`config.mk`:
```
export PLATFORM = sky130hd
export DESIGN_NAME = tps_core_ctl
export DESIGN_NICKNAME = d
export VERILOG_FILES = /design/src/tps_pkg.sv /design/src/tps_arb.sv /design/src/tps_core_ctl.sv
export SDC_FILE = /design/constraint.sdc
export NUM_CORES = 1
export LEC_CHECK = 0
export BUFFER_PORTS_ARGS = -buffer_cell sky130_fd_sc_hd__buf_4
export CORE_MARGIN = 2
export CORE_UTILIZATION = 50
export DETAILED_ROUTE_END_ITERATION = 8
export PLACE_DENSITY_LB_ADDON = 0.05
export SLEW_MARGIN = 20
export SYNTH_ARGS = -nofsm -noshare
export SYNTH_HDL_FRONTEND = slang
export SYNTH_SLANG_ARGS = --single-unit
```
`constraint.sdc`:
```
create_clock -name clk_sys -period 16.6 [get_ports clk_sys]
set_input_delay 1.66 -clock clk_sys [delete_from_list [all_inputs] [get_ports clk_sys]]
set_output_delay 1.66 -clock clk_sys [all_outputs]
set_load 0.05 [all_outputs]
```
`src/tps_pkg.sv`:
```
// Shared types and constants for the two-thread pipeline sharing control.
// Assumes a single core clock; thread 0 and thread 1 contexts sit in the same core.
package tps_pkg;

  localparam int unsigned UOPQ_DEPTH     = 16;
  localparam int unsigned RNQ_DEPTH      = 16;
  localparam int unsigned ROB_DEPTH      = 32;
  localparam int unsigned LDB_DEPTH      = 16;
  localparam int unsigned STB_DEPTH      = 16;
  localparam int unsigned DISPATCH_MAX   = 6;
  localparam int unsigned STREAM_BUF_ENT = 2;
  localparam int unsigned CNT_W          = 6;
  localparam int unsigned DTB_ENTRIES    = 8;
  localparam int unsigned VPN_W          = 20;
  localparam logic        PRIO_RESET     = 1'b0;

  // L1 data cache mode selected by the context identifier bit
  localparam logic CACHE_MODE_SHARED   = 1'b0;
  localparam logic CACHE_MODE_ADAPTIVE = 1'b1;

  // One staging buffer's per-thread push/pop strobes
  typedef struct packed {
    logic [1:0] push;
    logic [1:0] pop;
  } tps_buf_ev_type;

  // Micro-op tag carried through the pipe
  typedef struct packed {
    logic       valid;
    logic       tid;
  } tps_uop_tag_type;

endpackage : tps_pkg
```
`src/tps_arb.sv`:
```
// Two-way alternating arbiter used at every thread selection point.
// Assumes requests come from logic on the same clock.
`timescale 1ns/1ps
`default_nettype none
module tps_arb (
  input  wire logic       clk_sys,
  input  wire logic       nrst,
  input  wire logic [1:0] req,
  output logic      [1:0] gnt,
  output var logic        prio_q
);

  // Priority thread wins on conflict, lone requester always wins
  always_comb begin
    gnt = 2'h0;
    if (req == 2'h3) begin
      gnt[prio_q] = 1'b1;
    end else begin
      gnt = req;
    end
  end

  always_ff @(posedge clk_sys) begin
    if (!nrst) begin
      prio_q <= tps_pkg::PRIO_RESET;
    end else if (req == 2'h3) begin
      prio_q <= ~prio_q;
    end
  end

  a_alt_toggle: assert property (@(posedge clk_sys) disable iff (!nrst)
    req == 2'h3 |=> prio_q != $past(prio_q))
    else $error("priority did not toggle after contested grant");
  a_lone_full: assert property (@(posedge clk_sys) disable iff (!nrst)
    (req == 2'h1 || req == 2'h2) |-> gnt == req)
    else $error("lone requester not granted");
  a_one_hot: assert property (@(posedge clk_sys) disable iff (!nrst)
    req == 2'h3 |-> gnt == (2'h1 << prio_q))
    else $error("contested grant not given to priority thread");

endmodule : tps_arb
`default_nettype wire

```
`src/tps_core_ctl.sv`:
```
// Sharing control for a two-thread core: arbitration points, partition
// limits, thread-tagged translation lookup and per-thread replicated state.
// Assumes all request and stall inputs come from core logic on clk_sys.
`timescale 1ns/1ps
`default_nettype none

// Overview of operation
// - Partitioned buffers cap each thread at half the entries, except the micro-op queue when only one thread is active.
// - Micro-op queue, rename queues, reorder buffer, load and store buffers are partitioned.
// - Every selection point alternates; a lone able thread gets every cycle.
// - Trace cache fetch arbitrated each clock, alternating when both request.
// - A stalled thread yields full fetch bandwidth until its fill returns.
// - Micro-op queue decouples fetch and rename, partitioned only when both active.
// - Dispatch at most six ready micro-ops per cycle.
// - Dispatch ignores thread identity once micro-ops are queued.
// - Reorder buffer decouples execution and retirement, half per thread.
// - Retirement in program order per thread, alternating threads.
// - A thread with nothing to retire gives all retirement to the other.
// - Store commit into the data cache alternates between threads.
// - Translation entries carry a thread bit; lookups match own entries only.
// - Context bit selects shared or adaptive data cache mode.
// - Architectural state, pointer, rename table, return stack, stream buffer kept per thread.
// - Memory type range registers and performance monitors exist once.
// - Load and store buffers order and check violations per thread.
// - Caches and execution units are fully shared, not partitioned.
module tps_core_ctl #(
  parameter int unsigned UOPQ_DEPTH = tps_pkg::UOPQ_DEPTH,
  parameter int unsigned RNQ_DEPTH  = tps_pkg::RNQ_DEPTH,
  parameter int unsigned ROB_DEPTH  = tps_pkg::ROB_DEPTH,
  parameter int unsigned LDB_DEPTH  = tps_pkg::LDB_DEPTH,
  parameter int unsigned STB_DEPTH  = tps_pkg::STB_DEPTH,
  parameter int unsigned DTB_ENT    = tps_pkg::DTB_ENTRIES,
  parameter int unsigned VPN_W      = tps_pkg::VPN_W
) (
  input  wire logic                 clk_sys,
  input  wire logic                 nrst,
  input  wire logic [1:0]           thread_active,
  input  wire logic [1:0]           fetch_req,
  input  wire logic [1:0]           fetch_miss,
  input  wire logic [1:0]           l2_fill_done,
  output logic      [1:0]           fetch_gnt,
  output var logic                  fetch_tid_q,
  output var logic                  fetch_valid_q,
  input  wire tps_pkg::tps_buf_ev_type uopq_ev,
  input  wire tps_pkg::tps_buf_ev_type rnq_ev,
  input  wire tps_pkg::tps_buf_ev_type rob_ev,
  input  wire tps_pkg::tps_buf_ev_type ldb_ev,
  input  wire tps_pkg::tps_buf_ev_type stb_ev,
  output logic      [1:0]           uopq_room,
  output logic      [1:0]           rnq_room,
  output logic      [1:0]           rob_room,
  output logic      [1:0]           ldb_room,
  output logic      [1:0]           stb_room,
  input  wire logic [1:0]           rename_req,
  output logic      [1:0]           rename_gnt,
  input  wire logic [15:0]          sched_ready,
  output var logic  [15:0]          dispatch_sel_q,
  output var logic  [2:0]           dispatch_cnt_q,
  input  wire logic [1:0]           retire_ready,
  output logic      [1:0]           retire_gnt,
  input  wire logic [1:0]           stcommit_req,
  output logic      [1:0]           stcommit_gnt,
  input  wire logic [1:0]           mem_order_viol,
  output var logic  [1:0]           order_flush_q,
  input  wire logic                 dtb_fill,
  input  wire logic                 dtb_fill_tid,
  input  wire logic [VPN_W-1:0]     dtb_fill_vpn,
  input  wire logic                 dtb_look_tid,
  input  wire logic [VPN_W-1:0]     dtb_look_vpn,
  output var logic                  dtb_hit_q,
  input  wire logic                 ctx_id_bit,
  output var logic                  cache_mode_q,
  input  wire logic [1:0]           ip_load,
  input  wire logic [31:0]          ip_new,
  output var logic  [31:0]          ip0_q,
  output var logic  [31:0]          ip1_q
);

  localparam int unsigned CW = tps_pkg::CNT_W;

  // Partition limits
  logic both_active;
  assign both_active = &thread_active;

  tps_pkg::tps_buf_ev_type ev   [5];
  int unsigned              dep  [5];
  logic [1:0]               room [5];
  assign ev[0] = uopq_ev;
  assign ev[1] = rnq_ev;
  assign ev[2] = rob_ev;
  assign ev[3] = ldb_ev;
  assign ev[4] = stb_ev;
  assign dep[0] = UOPQ_DEPTH;
  assign dep[1] = RNQ_DEPTH;
  assign dep[2] = ROB_DEPTH;
  assign dep[3] = LDB_DEPTH;
  assign dep[4] = STB_DEPTH;

  logic [CW-1:0] occ_q [5][2];

  genvar b, t;
  generate
    for (b = 0; b < 5; b++) begin : g_buf
      for (t = 0; t < 2; t++) begin : g_thr
        logic [CW-1:0] lim;
        logic [CW-1:0] tot;
        // Only the micro-op queue grows to full depth for a lone thread
        assign lim = (b == 0 && !both_active) ? CW'(dep[b]) : CW'(dep[b] / 2);
        assign tot = occ_q[b][0] + occ_q[b][1];
        assign room[b][t] = (occ_q[b][t] < lim) && (tot < CW'(dep[b]));
        always_ff @(posedge clk_sys) begin
          if (!nrst) begin
            occ_q[b][t] <= '0;
          end else begin
            // Per-thread count keeps ordering domains apart
            occ_q[b][t] <= occ_q[b][t] + CW'(ev[b].push[t] && room[b][t]) - CW'(ev[b].pop[t]);
          end
        end
        a_half_cap: assert property (@(posedge clk_sys) disable iff (!nrst)
          (b != 0 || both_active) |-> occ_q[b][t] <= CW'(dep[b] / 2))
          else $error("thread exceeded half of partitioned buffer");
      end
    end
  endgenerate

  assign uopq_room = room[0];
  assign rnq_room  = room[1];
  assign rob_room  = room[2];
  assign ldb_room  = room[3];
  assign stb_room  = room[4];

  // Fetch: a missing thread stays out until its fill returns
  logic [1:0] miss_q;
  logic [1:0] fetch_eff;
  assign fetch_eff = fetch_req & ~miss_q & ~fetch_miss & thread_active;

  always_ff @(posedge clk_sys) begin
    if (!nrst) begin
      miss_q <= 2'h0;
    end else begin
      // A new miss outranks a fill landing in the same cycle
      miss_q <= (miss_q & ~l2_fill_done) | fetch_miss;
    end
  end

  logic fetch_prio;
  tps_arb u_fetch_arb (
    .clk_sys (clk_sys),
    .nrst    (nrst),
    .req     (fetch_eff),
    .gnt     (fetch_gnt),
    .prio_q  (fetch_prio)
  );

  // Thread tag launched with each fetched line
  always_ff @(posedge clk_sys) begin
    if (!nrst) begin
      fetch_valid_q <= 1'b0;
      fetch_tid_q   <= 1'b0;
    end else begin
      fetch_valid_q <= |fetch_gnt;
      fetch_tid_q   <= fetch_gnt[1];
    end
  end

  // Rename takes from the micro-op queue, alternating
  tps_arb u_ren_arb (
    .clk_sys (clk_sys),
    .nrst    (nrst),
    .req     (rename_req & rnq_room),
    .gnt     (rename_gnt),
    .prio_q  ()
  );

  // Dispatch: first six ready slots, thread blind
  logic [15:0] disp_d;
  logic [2:0]  disp_n;
  always_comb begin
    disp_d = 16'h0000;
    disp_n = 3'h0;
    for (int i = 0; i < 16; i++) begin
      if (sched_ready[i] && disp_n < 3'(tps_pkg::DISPATCH_MAX)) begin
        disp_d[i] = 1'b1;
        disp_n    = disp_n + 3'h1;
      end
    end
  end

  always_ff @(posedge clk_sys) begin
    if (!nrst) begin
      dispatch_sel_q <= 16'h0000;
      dispatch_cnt_q <= 3'h0;
    end else begin
      dispatch_sel_q <= disp_d;
      dispatch_cnt_q <= disp_n;
    end
  end

  a_disp_max: assert property (@(posedge clk_sys) disable iff (!nrst)
    dispatch_cnt_q <= 3'(tps_pkg::DISPATCH_MAX))
    else $error("more than six micro-ops dispatched");
  a_disp_ready: assert property (@(posedge clk_sys) disable iff (!nrst)
    (dispatch_sel_q & ~$past(sched_ready)) == 16'h0000)
    else $error("dispatched a micro-op that was not ready");
  a_disp_count: assert property (@(posedge clk_sys) disable iff (!nrst)
    $countones(dispatch_sel_q) == int'(dispatch_cnt_q))
    else $error("dispatch count disagrees with selection");

  // Retirement, oldest-first per thread handled by the reorder buffer
  logic ret_prio;
  tps_arb u_ret_arb (
    .clk_sys (clk_sys),
    .nrst    (nrst),
    .req     (retire_ready),
    .gnt     (retire_gnt),
    .prio_q  (ret_prio)
  );

  a_ret_lone: assert property (@(posedge clk_sys) disable iff (!nrst)
    retire_ready == 2'h2 |-> retire_gnt == 2'h2)
    else $error("lone retiring thread starved");
  a_ret_alt: assert property (@(posedge clk_sys) disable iff (!nrst)
    (retire_ready == 2'h3) ##1 (retire_ready == 2'h3) |-> retire_gnt != $past(retire_gnt))
    else $error("retirement did not alternate");

  // Store commit into the data cache
  tps_arb u_st_arb (
    .clk_sys (clk_sys),
    .nrst    (nrst),
    .req     (stcommit_req),
    .gnt     (stcommit_gnt),
    .prio_q  ()
  );

  a_st_first: assert property (@(posedge clk_sys)
    $rose(nrst) && stcommit_req == 2'h3 |-> stcommit_gnt == 2'h1)
    else $error("thread zero not favoured after reset");

  // Ordering violation flushes only the offending thread
  always_ff @(posedge clk_sys) begin
    if (!nrst) begin
      order_flush_q <= 2'h0;
    end else begin
      order_flush_q <= mem_order_viol;
    end
  end

  // Thread-tagged translation buffer, round-robin fill
  logic [VPN_W-1:0]           dtb_vpn_q [DTB_ENT];
  logic [DTB_ENT-1:0]         dtb_val_q;
  logic [DTB_ENT-1:0]         dtb_tid_q;
  logic [$clog2(DTB_ENT)-1:0] dtb_ptr_q;
  logic                       hit_d;

  always_comb begin
    hit_d = 1'b0;
    for (int i = 0; i < DTB_ENT; i++) begin
      if (dtb_val_q[i] && dtb_tid_q[i] == dtb_look_tid && dtb_vpn_q[i] == dtb_look_vpn) begin
        hit_d = 1'b1;
      end
    end
  end

  always_ff @(posedge clk_sys) begin
    if (!nrst) begin
      dtb_val_q <= '0;
      dtb_tid_q <= '0;
      dtb_ptr_q <= '0;
      dtb_hit_q <= 1'b0;
    end else begin
      dtb_hit_q <= hit_d;
      if (dtb_fill) begin
        dtb_val_q[dtb_ptr_q] <= 1'b1;
        dtb_tid_q[dtb_ptr_q] <= dtb_fill_tid;
        dtb_ptr_q            <= dtb_ptr_q + 1'b1;
      end
    end
  end

  always_ff @(posedge clk_sys) begin
    if (dtb_fill) begin
      dtb_vpn_q[dtb_ptr_q] <= dtb_fill_vpn;
    end
  end

  // Cache mode from the context bit cache itself stays shared
  always_ff @(posedge clk_sys) begin
    if (!nrst) begin
      cache_mode_q <= tps_pkg::CACHE_MODE_SHARED;
    end else begin
      cache_mode_q <= ctx_id_bit ? tps_pkg::CACHE_MODE_ADAPTIVE : tps_pkg::CACHE_MODE_SHARED;
    end
  end

  // Per-thread instruction pointer copy range and perf registers live outside, once
  always_ff @(posedge clk_sys) begin
    if (!nrst) begin
      ip0_q <= 32'h0000_0000;
      ip1_q <= 32'h0000_0000;
    end else begin
      if (ip_load[0]) begin
        ip0_q <= ip_new;
      end
      if (ip_load[1]) begin
        ip1_q <= ip_new;
      end
    end
  end

  a_ip_isolate: assert property (@(posedge clk_sys) disable iff (!nrst)
    ip_load == 2'h1 |=> ip1_q == $past(ip1_q))
    else $error("thread one pointer disturbed by thread zero load");
  a_miss_block: assert property (@(posedge clk_sys) disable iff (!nrst)
    miss_q[0] |-> !fetch_gnt[0])
    else $error("missing thread granted fetch");
  a_fetch_full: assert property (@(posedge clk_sys) disable iff (!nrst)
    miss_q[0] && fetch_eff[1] |-> fetch_gnt[1])
    else $error("other thread lost bandwidth during miss");
  a_miss_set: assert property (@(posedge clk_sys) disable iff (!nrst)
    fetch_miss[0] |=> miss_q[0])
    else $error("new miss lost to a fill in the same cycle");
  a_fetch_prio: assert property (@(posedge clk_sys) disable iff (!nrst)
    fetch_eff == 2'h3 |-> fetch_gnt[fetch_prio])
    else $error("contested fetch not given to priority thread");
  a_ret_prio: assert property (@(posedge clk_sys) disable iff (!nrst)
    retire_ready == 2'h3 |=> ret_prio != $past(ret_prio))
    else $error("retire priority did not alternate");
  a_flush_copy: assert property (@(posedge clk_sys) disable iff (!nrst)
    $past(nrst) |-> order_flush_q == $past(mem_order_viol))
    else $error("ordering flush not raised for offending thread");
  a_mode_follow: assert property (@(posedge clk_sys) disable iff (!nrst)
    $past(nrst) |-> cache_mode_q == $past(ctx_id_bit))
    else $error("cache mode does not follow context bit");

  c_fetch_alt: cover property (@(posedge clk_sys) disable iff (!nrst)
    fetch_gnt == 2'h1 ##1 fetch_gnt == 2'h2);
  c_ret_lone:  cover property (@(posedge clk_sys) disable iff (!nrst) retire_gnt == 2'h2 && retire_ready == 2'h2);
  c_disp_six:  cover property (@(posedge clk_sys) disable iff (!nrst) dispatch_cnt_q == 3'h6);
  c_dtb_hit:   cover property (@(posedge clk_sys) disable iff (!nrst) dtb_hit_q);

endmodule : tps_core_ctl
`default_nettype wire

```
======== Yosys cells after proc, flatten, opt, wreduce, memory -nomap -nowiden ========
Memory sizes are Yosys's and may differ from the RTL's.
Cells that the tools add are included.
Widths: inputs -> output; s select.
cells by class
  add/sub/neg operators ................... 41
  $lt $le $gt $ge ......................... 40
  equal/unequal tests ..................... 20
  muxes and demuxes ....................... 71
  bitwise logic cells ..................... 24
  reduce and logical (&&, ||, !) cells .... 58
operator list
  cell                 number
  $eq 20x20->1         8
  $add 6x1->6          10
  $mux 6               10
  $sub 6x1->6          10
  $logic_and 1x1->1    56
  $add 3x1->3 const B  15
  $mux 3               15
  $lt 3x3->1 const B   14
  $lt 6x4->1 const B   6
  $lt 6x5->1 const B   6
  $mux 1               35
  $add 6x6->6          5
  $and 2x2->2          5
  $or 1x1->1           10
  $bwmux 8             1
  $eq 1x1->1           8
  $eq 2x2->1 const B   4
  $lt 1x2->1 const B   4
  $mux 2               4
  $or 8x8->8           1
  $lt 6x5->1           1
  $lt 6x6->1           1
  $lt 6x6->1 const B   1
  $not 2->2            3
  other kinds (12)     21
storage, ports and cells
  bits in registers ....................... 114
  bits in writable memories ............... 220
  input port bits ......................... 132
  memories kept ........................... 2
memories
  memory     depth  width  rd ports  clocked after Yosys merged registers in  wr ports  line                 text
  dtb_vpn_q  8      20     8         0                                        1         tps_core_ctl.sv:249  logic [VPN_W-1:0] dtb_vpn_q [DTB_ENT];
  occ_q      5      12     5         0                                        5         tps_core_ctl.sv:99   logic [CW-1:0] occ_q [5][2];

======== Logic depth before layout (Yosys ltp) ========
Gate-level depths: netlist of the first run.
  word-level depth ........................ 46
  depth in mapped cells ................... 49
  mapped depth without buffers ............ 49

======== Hierarchy ========
A second synthesis of the first run with hierarchy kept.
second synthesis, totals
  cells, all modules ...................... 1600
  area total of the unflattened synthesis .. 17312.9 µm²
modules (own cells, without submodules)
  module        times used  cells an instance  area an instance (µm²)
  tps_core_ctl  1           1568               17062.6
  tps_arb       4           8                  62.6

======== Worst setup path after synthesis of the first run ========
OpenSTA, ideal clock, no wires.
  path type ............................... input to register
  from .................................... in sched_ready[0]
  to ...................................... reg dispatch_cnt_q[2]
  library setup time ...................... 0.121 ns
  arrival ................................. 10.397 ns
  required time ........................... 16.479 ns
  slack ................................... 6.082 ns
  stages on the path ...................... 47
  buffers on the path ..................... 1
  cell sequence ........................... inv_1 ha_1 xor2_1 ha_1 nand2_1 nand4_2 nand2_1 nand2_1 a22oi_1 inv_1 ha_1 and2_0 o31a_1 a21o_1 nand2_1 mux2i_1 mux2_2 ha_1 [... 11 more ...] ha_1 nand2_1 nand3_1 o32ai_1 a211oi_2 o31ai_4 nor2_1 a21o_1 ha_1 nand2_1 or3_1 a21oi_1 a211oi_1 and3_1 buf_2 and3_1 o21ai_1 mux2_4
on the way
  word-level cells in the longest chain between the ends .. 46
RTL lines
  item                  line                 text
  from (decl)           tps_core_ctl.sv:56   input wire logic [15:0] sched_ready,
  $mux 1 *              tps_core_ctl.sv:182  if (sched_ready[i] && disp_n < 3'(tps_pkg::DISPATCH_MAX)) begin
  $lt 1x3->1            tps_core_ctl.sv:182
  $logic_and 1x1->1     tps_core_ctl.sv:182
  $mux 3 *              tps_core_ctl.sv:182
  $lt 3x3->1            tps_core_ctl.sv:182
  $logic_and 1x1->1     tps_core_ctl.sv:182
  $mux 3 *              tps_core_ctl.sv:182
  $lt 3x3->1            tps_core_ctl.sv:182
  [... 30 more ...]     -
  $logic_and 1x1->1     tps_core_ctl.sv:182
  $mux 3 *              tps_core_ctl.sv:182
  $lt 3x3->1            tps_core_ctl.sv:182
  $logic_and 1x1->1     tps_core_ctl.sv:182
  $mux 3 *              tps_core_ctl.sv:182
  $lt 3x3->1            tps_core_ctl.sv:182
  $logic_and 1x1->1     tps_core_ctl.sv:182
  $mux 3 *              tps_core_ctl.sv:182
  to (signal assigned)  tps_core_ctl.sv:195  dispatch_cnt_q <= disp_n;
  to (decl)             tps_core_ctl.sv:58   output var logic [2:0] dispatch_cnt_q,
Every way passes the cells marked *; elsewhere a longest branch is shown, timed or not.
A chain may end at the register's enable or synchronous reset.

======== Worst setup path in the final report of the first run ========
Ends and elaborated chain as after synthesis.

==> results of run 1 <==
## registers in the layout, indices dropped and copies added (netlist names), 8 cells and up
register and count:
dispatch_sel_q 16, dtb_tid_q 8, dtb_val_q 8, dtb_vpn_q 160
ip0_q 32, ip1_q 32, occ_q 60
## layer usage
| layer | up-vias | global-route usage [%] | routed length, um |
|---|---|---|---|
| met5 | - | 0 | 0 |
| met4 | 0 | 5.69 | 827 |
| met3 | 50 | 4.10 | 2060 |
| met2 | 250 | 37.2 | 18600 |
| met1 | 5490 | 28.7 | 17000 |
| li1 | 5773 | - | - |
## critical path, delay by kind of cell
family | cells | cell delay [ns]
XOR/XNOR | 3 | 0.64
multiplexers | 6 | 1.40
AND/OR/NAND/NOR | 14 | 2.65
adder cells (fa/ha/maj) | 7 | 1.86
AO/OA/AOI/OAI | 13 | 2.88
buffers and inverters | 4 | 0.38
## per-stage QoR
stage	setup WS [ns]	power (mW)	util [%]
finish	5.53	4.29	60.8
global route	4.68	4.63	60.8
CTS	5.56	4.32	60.7
detailed placement	5.06	3.51	57.2
global placement	5.36	3.45	57.2
floorplan	6.08	3.06	-
## kinds of logic after synthesis
family	after synthesis	synth area share (%)
simple gates	406	12.1
flops	334	48.9
xor+xnor	249	13.3
buf+inv	178	4.06
compound gates	163	7.08
fa+ha+maj	120	9.31
mux	85	5.22
## synthesized netlist by cell type, types with 10 or more instances
master	instances
and3_1	15
nor2_1	182
mux2i_1	78
fa_1	10
and2_1	33
inv_1	119
clkbuf_1	44
xnor2_1	173
o21ai_0	12
a21oi_1	44
edfxtp_1	160
a21o_1	31
nand2_1	49
dfxtp_1	174
nand4_1	44
ha_1	110
nor4_1	17
xor2_1	68
## worst paths after layout
check	slack (ns)	cells after the start	startpoint	end
worst min-delay path	0.47	2	dtb_val_q[0]$_SDFFE_PN0P_	dtb_val_q[0]$_SDFFE_PN0P_
worst max register to register	13.42	15	occ_q[0][1]$_SDFF_PN0_	occ_q[0][5]$_SDFF_PN0_
worst max-delay path	5.53	47	sched_ready[0]	dispatch_cnt_q[2]$_SDFF_PN0_
worst min register to register	0.47	2	dtb_val_q[0]$_SDFFE_PN0P_	dtb_val_q[0]$_SDFFE_PN0P_
## power by group
part | switching, mW | leakage (nW) | total, mW | internal, mW
Sequential | 0.0656 | 2.89 | 1.04 | 0.970
Clock | 0.335 | 0.580 | 0.781 | 0.447
Combinational | 1.38 | 5.11 | 2.47 | 1.09
Total | 1.78 | 8.58 | 4.29 | 2.51
## placed cells by master (no fill, tap or decap), types with 6 or more instances in the layout
cell type and n:
dfxtp_1 174, nand3_1 6, a21o_1 31, nor2_2 7, nor3b_1 7, clkbuf_1 7
nor3_1 6, clkbuf_16 38, o21ai_0 12, clkinv_2 8, a21oi_1 44, fa_1 10
xnor2_1 173, nand4_1 44, inv_1 119, and2_1 33, nor4_1 17, edfxtp_1 160
nor2_1 176, and3_1 15, buf_4 246, nand2b_1 8, xor2_1 68, mux2i_1 78
clkinv_1 7, ha_1 110, nand2_1 49
## final cells by class
cell class	count	area [um2]	area share, %
repair buffers	247	1860	9.14
multi-input cells	1023	7990	39.3
flip-flops and latches	334	8290	40.8
inverters	120	453	2.23
well taps	448	561	2.76
clock buffers	50	1050	5.15
clock inverters	18	129	0.634
==> out/metrics.cfg, run 1 <==
[clocking]
cts_tree = yes
cts_resized = 0
clockBufferDepth = 3
ctsHoldBuffers = 0
cts.sinks = 334
path_clk_slew_ns = 0.06
postCtsSetupRepairBufs = 0
clkLatencyLatePin_ns = 0.54
cts.root.buffer_cell = clkbuf_16
cts_htree_levels = 2
cts_buffers = 38

[sta]
min_period_ns = 11.07
timing.final.max_slew_violations = 0
slew_headroom_pct = 44.6
worst_pin_slew_ns = 0.831
timing.hold.ws_ns = 0.475
hold_viol_final = 0
finalCritPeriodShare_pct = 66.7
rsz0062_at_grt = false
fmax_ghz = 0.0903
setup_tns_ns = 0
setup_viol = 0
fin_worst_skew_ns = 0.0313

[power]
leakagePower_nw = 8.58
ir_drop_mv = 0.272
power_density_mw_per_mm2 = 211

[grt]
grt.total_usage_pct = 21.9
grt_max_degree = 102
globalRoute.totalOverflow = 0
grt_antenna_before_repair = 0
grt_pass1_wl_um = 61500
grt_pass1_vias = 11536

[drt]
ant_nets = 0
drc = 0
drt_wl_total_um = 38500
viasPerCell = 5.16
first_iter_violations = 551
dr.pass1.iters = 5
post_drt_wl_per_cell_um = 17.2
num_vias = 11563

[synthesis]
post_synth.cell_area_avg_um2 = 11.0
yosysTopAreaCell = edfxtp_1
seq_area_frac_synth_pct = 48.9
syn_inst = 1535
yosys_warnings = 0
ys_seq_elements = 334
syn-cell-area_mm2 = 0.0169
synth_flop_cell = dfxtp_1
synth_top_area_share_pct = 28.4
synth.area.top_cells = edfxtp_1 (28%), dfxtp_1 (21%), xnor2_1 (8.9%), ha_1 (8.1%), mux2i_1 (4.6%)
yosysUniqueCellTypes = 92
synth_nets = 1787
async_flop_share_pct = 0
synth-edff-count = 160

[worst_setup_path]
crit_path_end_kind = flip-flop
cp_common_cell = ha_1
path_max_fanout = 9
crit_arrival_ns = 11.47
cp-start-kind = primary input
slowest_stage = o31ai_4
worstPathRequired_ns = 17.00
cpPeakStageDelay_ns = 0.44
critPathKind = in -> reg

[die]
num_rows = 67
die_area_mm2 = 0.0354
fp.dieH_um = 188
die_w_um = 188
core-area_mm2 = 0.0334
ios = 239
start_util_pct = 50.6

[status]
status = finished, final reports clean

[finish]
drive_gt1_share_pct = 19.8
instances_no_fill = 2240
n_antenna_cell = 0
final_nets = 2016
nFillCells = 2807
fin_area_mm2 = 0.0203
syn_to_final_growth_pct = 20.0

[placed_design]
port_buffers = 238
dp_hpwl_um = 27300
post_dp_cell_area_mm2 = 0.0191
gp_congestion = 0.802
placedCellCount = 2172

[job]
maxCapViolCount = 0

[hold_path]
hold_path.class = reg -> reg

Note: power is estimated with default switching activity, not from simulation.
==> inputs of run 2 (changes only) <==
- clock period: 16.6 -> 11.2 ns (I/O delays scaled with it)
==> run 2 against run 1 <==
Effect of this change:
- count of clock-buffer cells in the layout rose by 4
- sequential share of layout area decreased by 0.13 points
- non-clock buffer count is the same
- clock power grew 51%
- design area increased by 0.32%
- via count up 0.46%
- total power grew 50%
- critical endpoint unchanged
==> out/metrics.cfg, run 2 (synthesis results as in run 1) <==
[status]
status = finished, final reports clean

[sta]
worst_slack_ns = 0.755
hold_viol_final = 0
worst_pin_slew_ns = 0.802
fin_worst_skew_ns = 0.0180
timing.final.max_slew_violations = 0
min_period_ns = 10.45
rsz0062_at_grt = false
finalCritPeriodShare_pct = 93.3
setup_viol = 0
fmax_ghz = 0.0957
setup_tns_ns = 0
slew_headroom_pct = 46.4

[worst_setup_path]
crit_path_end_kind = flip-flop
worstPathRequired_ns = 11.61
cpPeakStageDelay_ns = 0.47
cp_common_cell = ha_1
crit_arrival_ns = 10.86
path_max_fanout = 10
cp-start-kind = primary input
slowest_stage = a2bb2oi_2
critPathKind = in -> reg

[placed_design]
post_dp_cell_area_mm2 = 0.0191
place_worst_setup_slack_ns = 0.245
gp_congestion = 0.802
dp_hpwl_um = 27200
port_buffers = 238

[grt]
grt_pass1_vias = 11448
grt.total_usage_pct = 21.9
grt.met2_usage_pct = 37.2
grt_antenna_before_repair = 1
top_usage_layer = met2
grt_pass1_wl_um = 61400
grt_util_met1_pct = 28.3
grt_max_degree = 102
use_met3_pct = 4.53
globalRoute.totalOverflow = 0

[clocking]
postCtsSetupRepairBufs = 0
cts_htree_levels = 2
cts.root.buffer_cell = clkbuf_16
clockBufferDepth = 3
ctsHoldBuffers = 0
path_clk_slew_ns = 0.06
cts.sinks = 334
cts_tree = yes
cts_resized = 0
cts_buffers = 38
clkLatencyLatePin_ns = 0.54

[drt]
drt_wl_total_um = 38500
ant_nets = 0
drc = 0
num_vias = 11616
post_drt_wl_per_cell_um = 17.1
viasPerCell = 5.18
dr.pass1.iters = 4
first_iter_violations = 524

[finish]
reg_top3 = dtb_vpn_q x160, occ_q x60
multi_input_area_mm2 = 0.00803
fin_area_mm2 = 0.0204
final_nets = 2016
regMostFlops = dtb_vpn_q
final_common_cell = buf_4
regArea_mm2 = 0.00829
drive_gt1_share_pct = 20.0
fin_util_pct = 60.9
largest_register_ffs = 160
layout_common_cells = buf_4 (246), nor2_1 (176), dfxtp_1 (174)
syn_to_final_growth_pct = 20.4
nFillCells = 2835

[power]
swShare_pct = 41.5
pwr-share-clk_pct = 18.4
p_sw_mw = 2.66
p_comb_share_pct = 57.6
ir_drop_mv = 0.435
leakagePower_nw = 8.59
p_int_mw = 3.75
power.share.sequential_pct = 24.0
power_density_mw_per_mm2 = 314

[die]
core-area_mm2 = 0.0334
fp.dieH_um = 188
die_w_um = 188
ios = 239
start_util_pct = 50.6
num_rows = 67
die_area_mm2 = 0.0354

[job]
maxCapViolCount = 0

[hold_path]
hold_path.class = reg -> reg

## run 2: changes by cell type in the layout (fill, tap and decap cells not counted), moves of 2 or more
cell      change
a211oi_2      +2
clkbuf_1      +5
diode_2       +2
clkinv_2      -4
a211oi_1      -2
## run 2: per-layer routing
| layer | share of wire (%) | wire, um | vias up |
|---|---|---|---|
| li1 | - | - | 5757 |
| met4 | 2.2 | 852 | 0 |
| met1 | 43 | 16700 | 5529 |
| met3 | 5.8 | 2220 | 59 |
| met2 | 49 | 18700 | 271 |
| met5 | 0 | 0 | - |
## run 2: power by group through the flow
stage	logic, mW	clock network (mW)	registers [mW]
finish	3.69	1.18	1.54
global route	4.13	1.26	1.56
CTS	3.67	1.21	1.54
detailed placement	3.64	0	1.56
global placement	3.55	0	1.56
floorplan	2.90	0	1.64
## run 2: final timing paths
| kind | endpoint | from | slack (ns) | cells past startpoint |
|---|---|---|---|---|
| setup / recovery | dispatch_cnt_q[2]$_SDFF_PN0_ | sched_ready[0] | 0.75 | 43 |
| hold / removal | dtb_val_q[3]$_SDFFE_PN0P_ | dtb_val_q[3]$_SDFFE_PN0P_ | 0.47 | 2 |
| setup reg to reg | occ_q[0][5]$_SDFF_PN0_ | occ_q[0][1]$_SDFF_PN0_ | 8.04 | 15 |
| hold reg to reg | dtb_val_q[3]$_SDFFE_PN0P_ | dtb_val_q[3]$_SDFFE_PN0P_ | 0.47 | 2 |
## run 2: layout make-up
| cell class | count | share of cell area [%] |
|---|---|---|
| Inverter | 120 | 2.22 |
| Sequential cell | 334 | 40.7 |
| Multi-Input combinational cell | 1023 | 39.4 |
| Antenna cell | 2 | 0.0246 |
| Clock buffer | 54 | 5.16 |
| Tap cell | 448 | 2.75 |
| Clock inverter | 15 | 0.681 |
| Timing Repair Buffer | 247 | 9.11 |
## run 2: worst max-delay path, delay by kind of cell
kind            cells  cell delay [ns]
buf+inv             3             0.21
fa+ha+maj           7             2.05
xor+xnor            5             1.51
compound gates     11             2.33
mux                 4             0.91
simple gates       13             2.70
## run 2: metrics by stage
stage	power (mW)	std cells	hold WS [ns]
2_1_floorplan	4.54	1535	0.440
3_3_place_gp	5.12	2172	0.450
3_5_place_dp	5.20	2172	0.459
4_1_cts	6.42	2241	0.473
5_1_grt	6.95	2241	0.497
6_report	6.41	2243	0.474
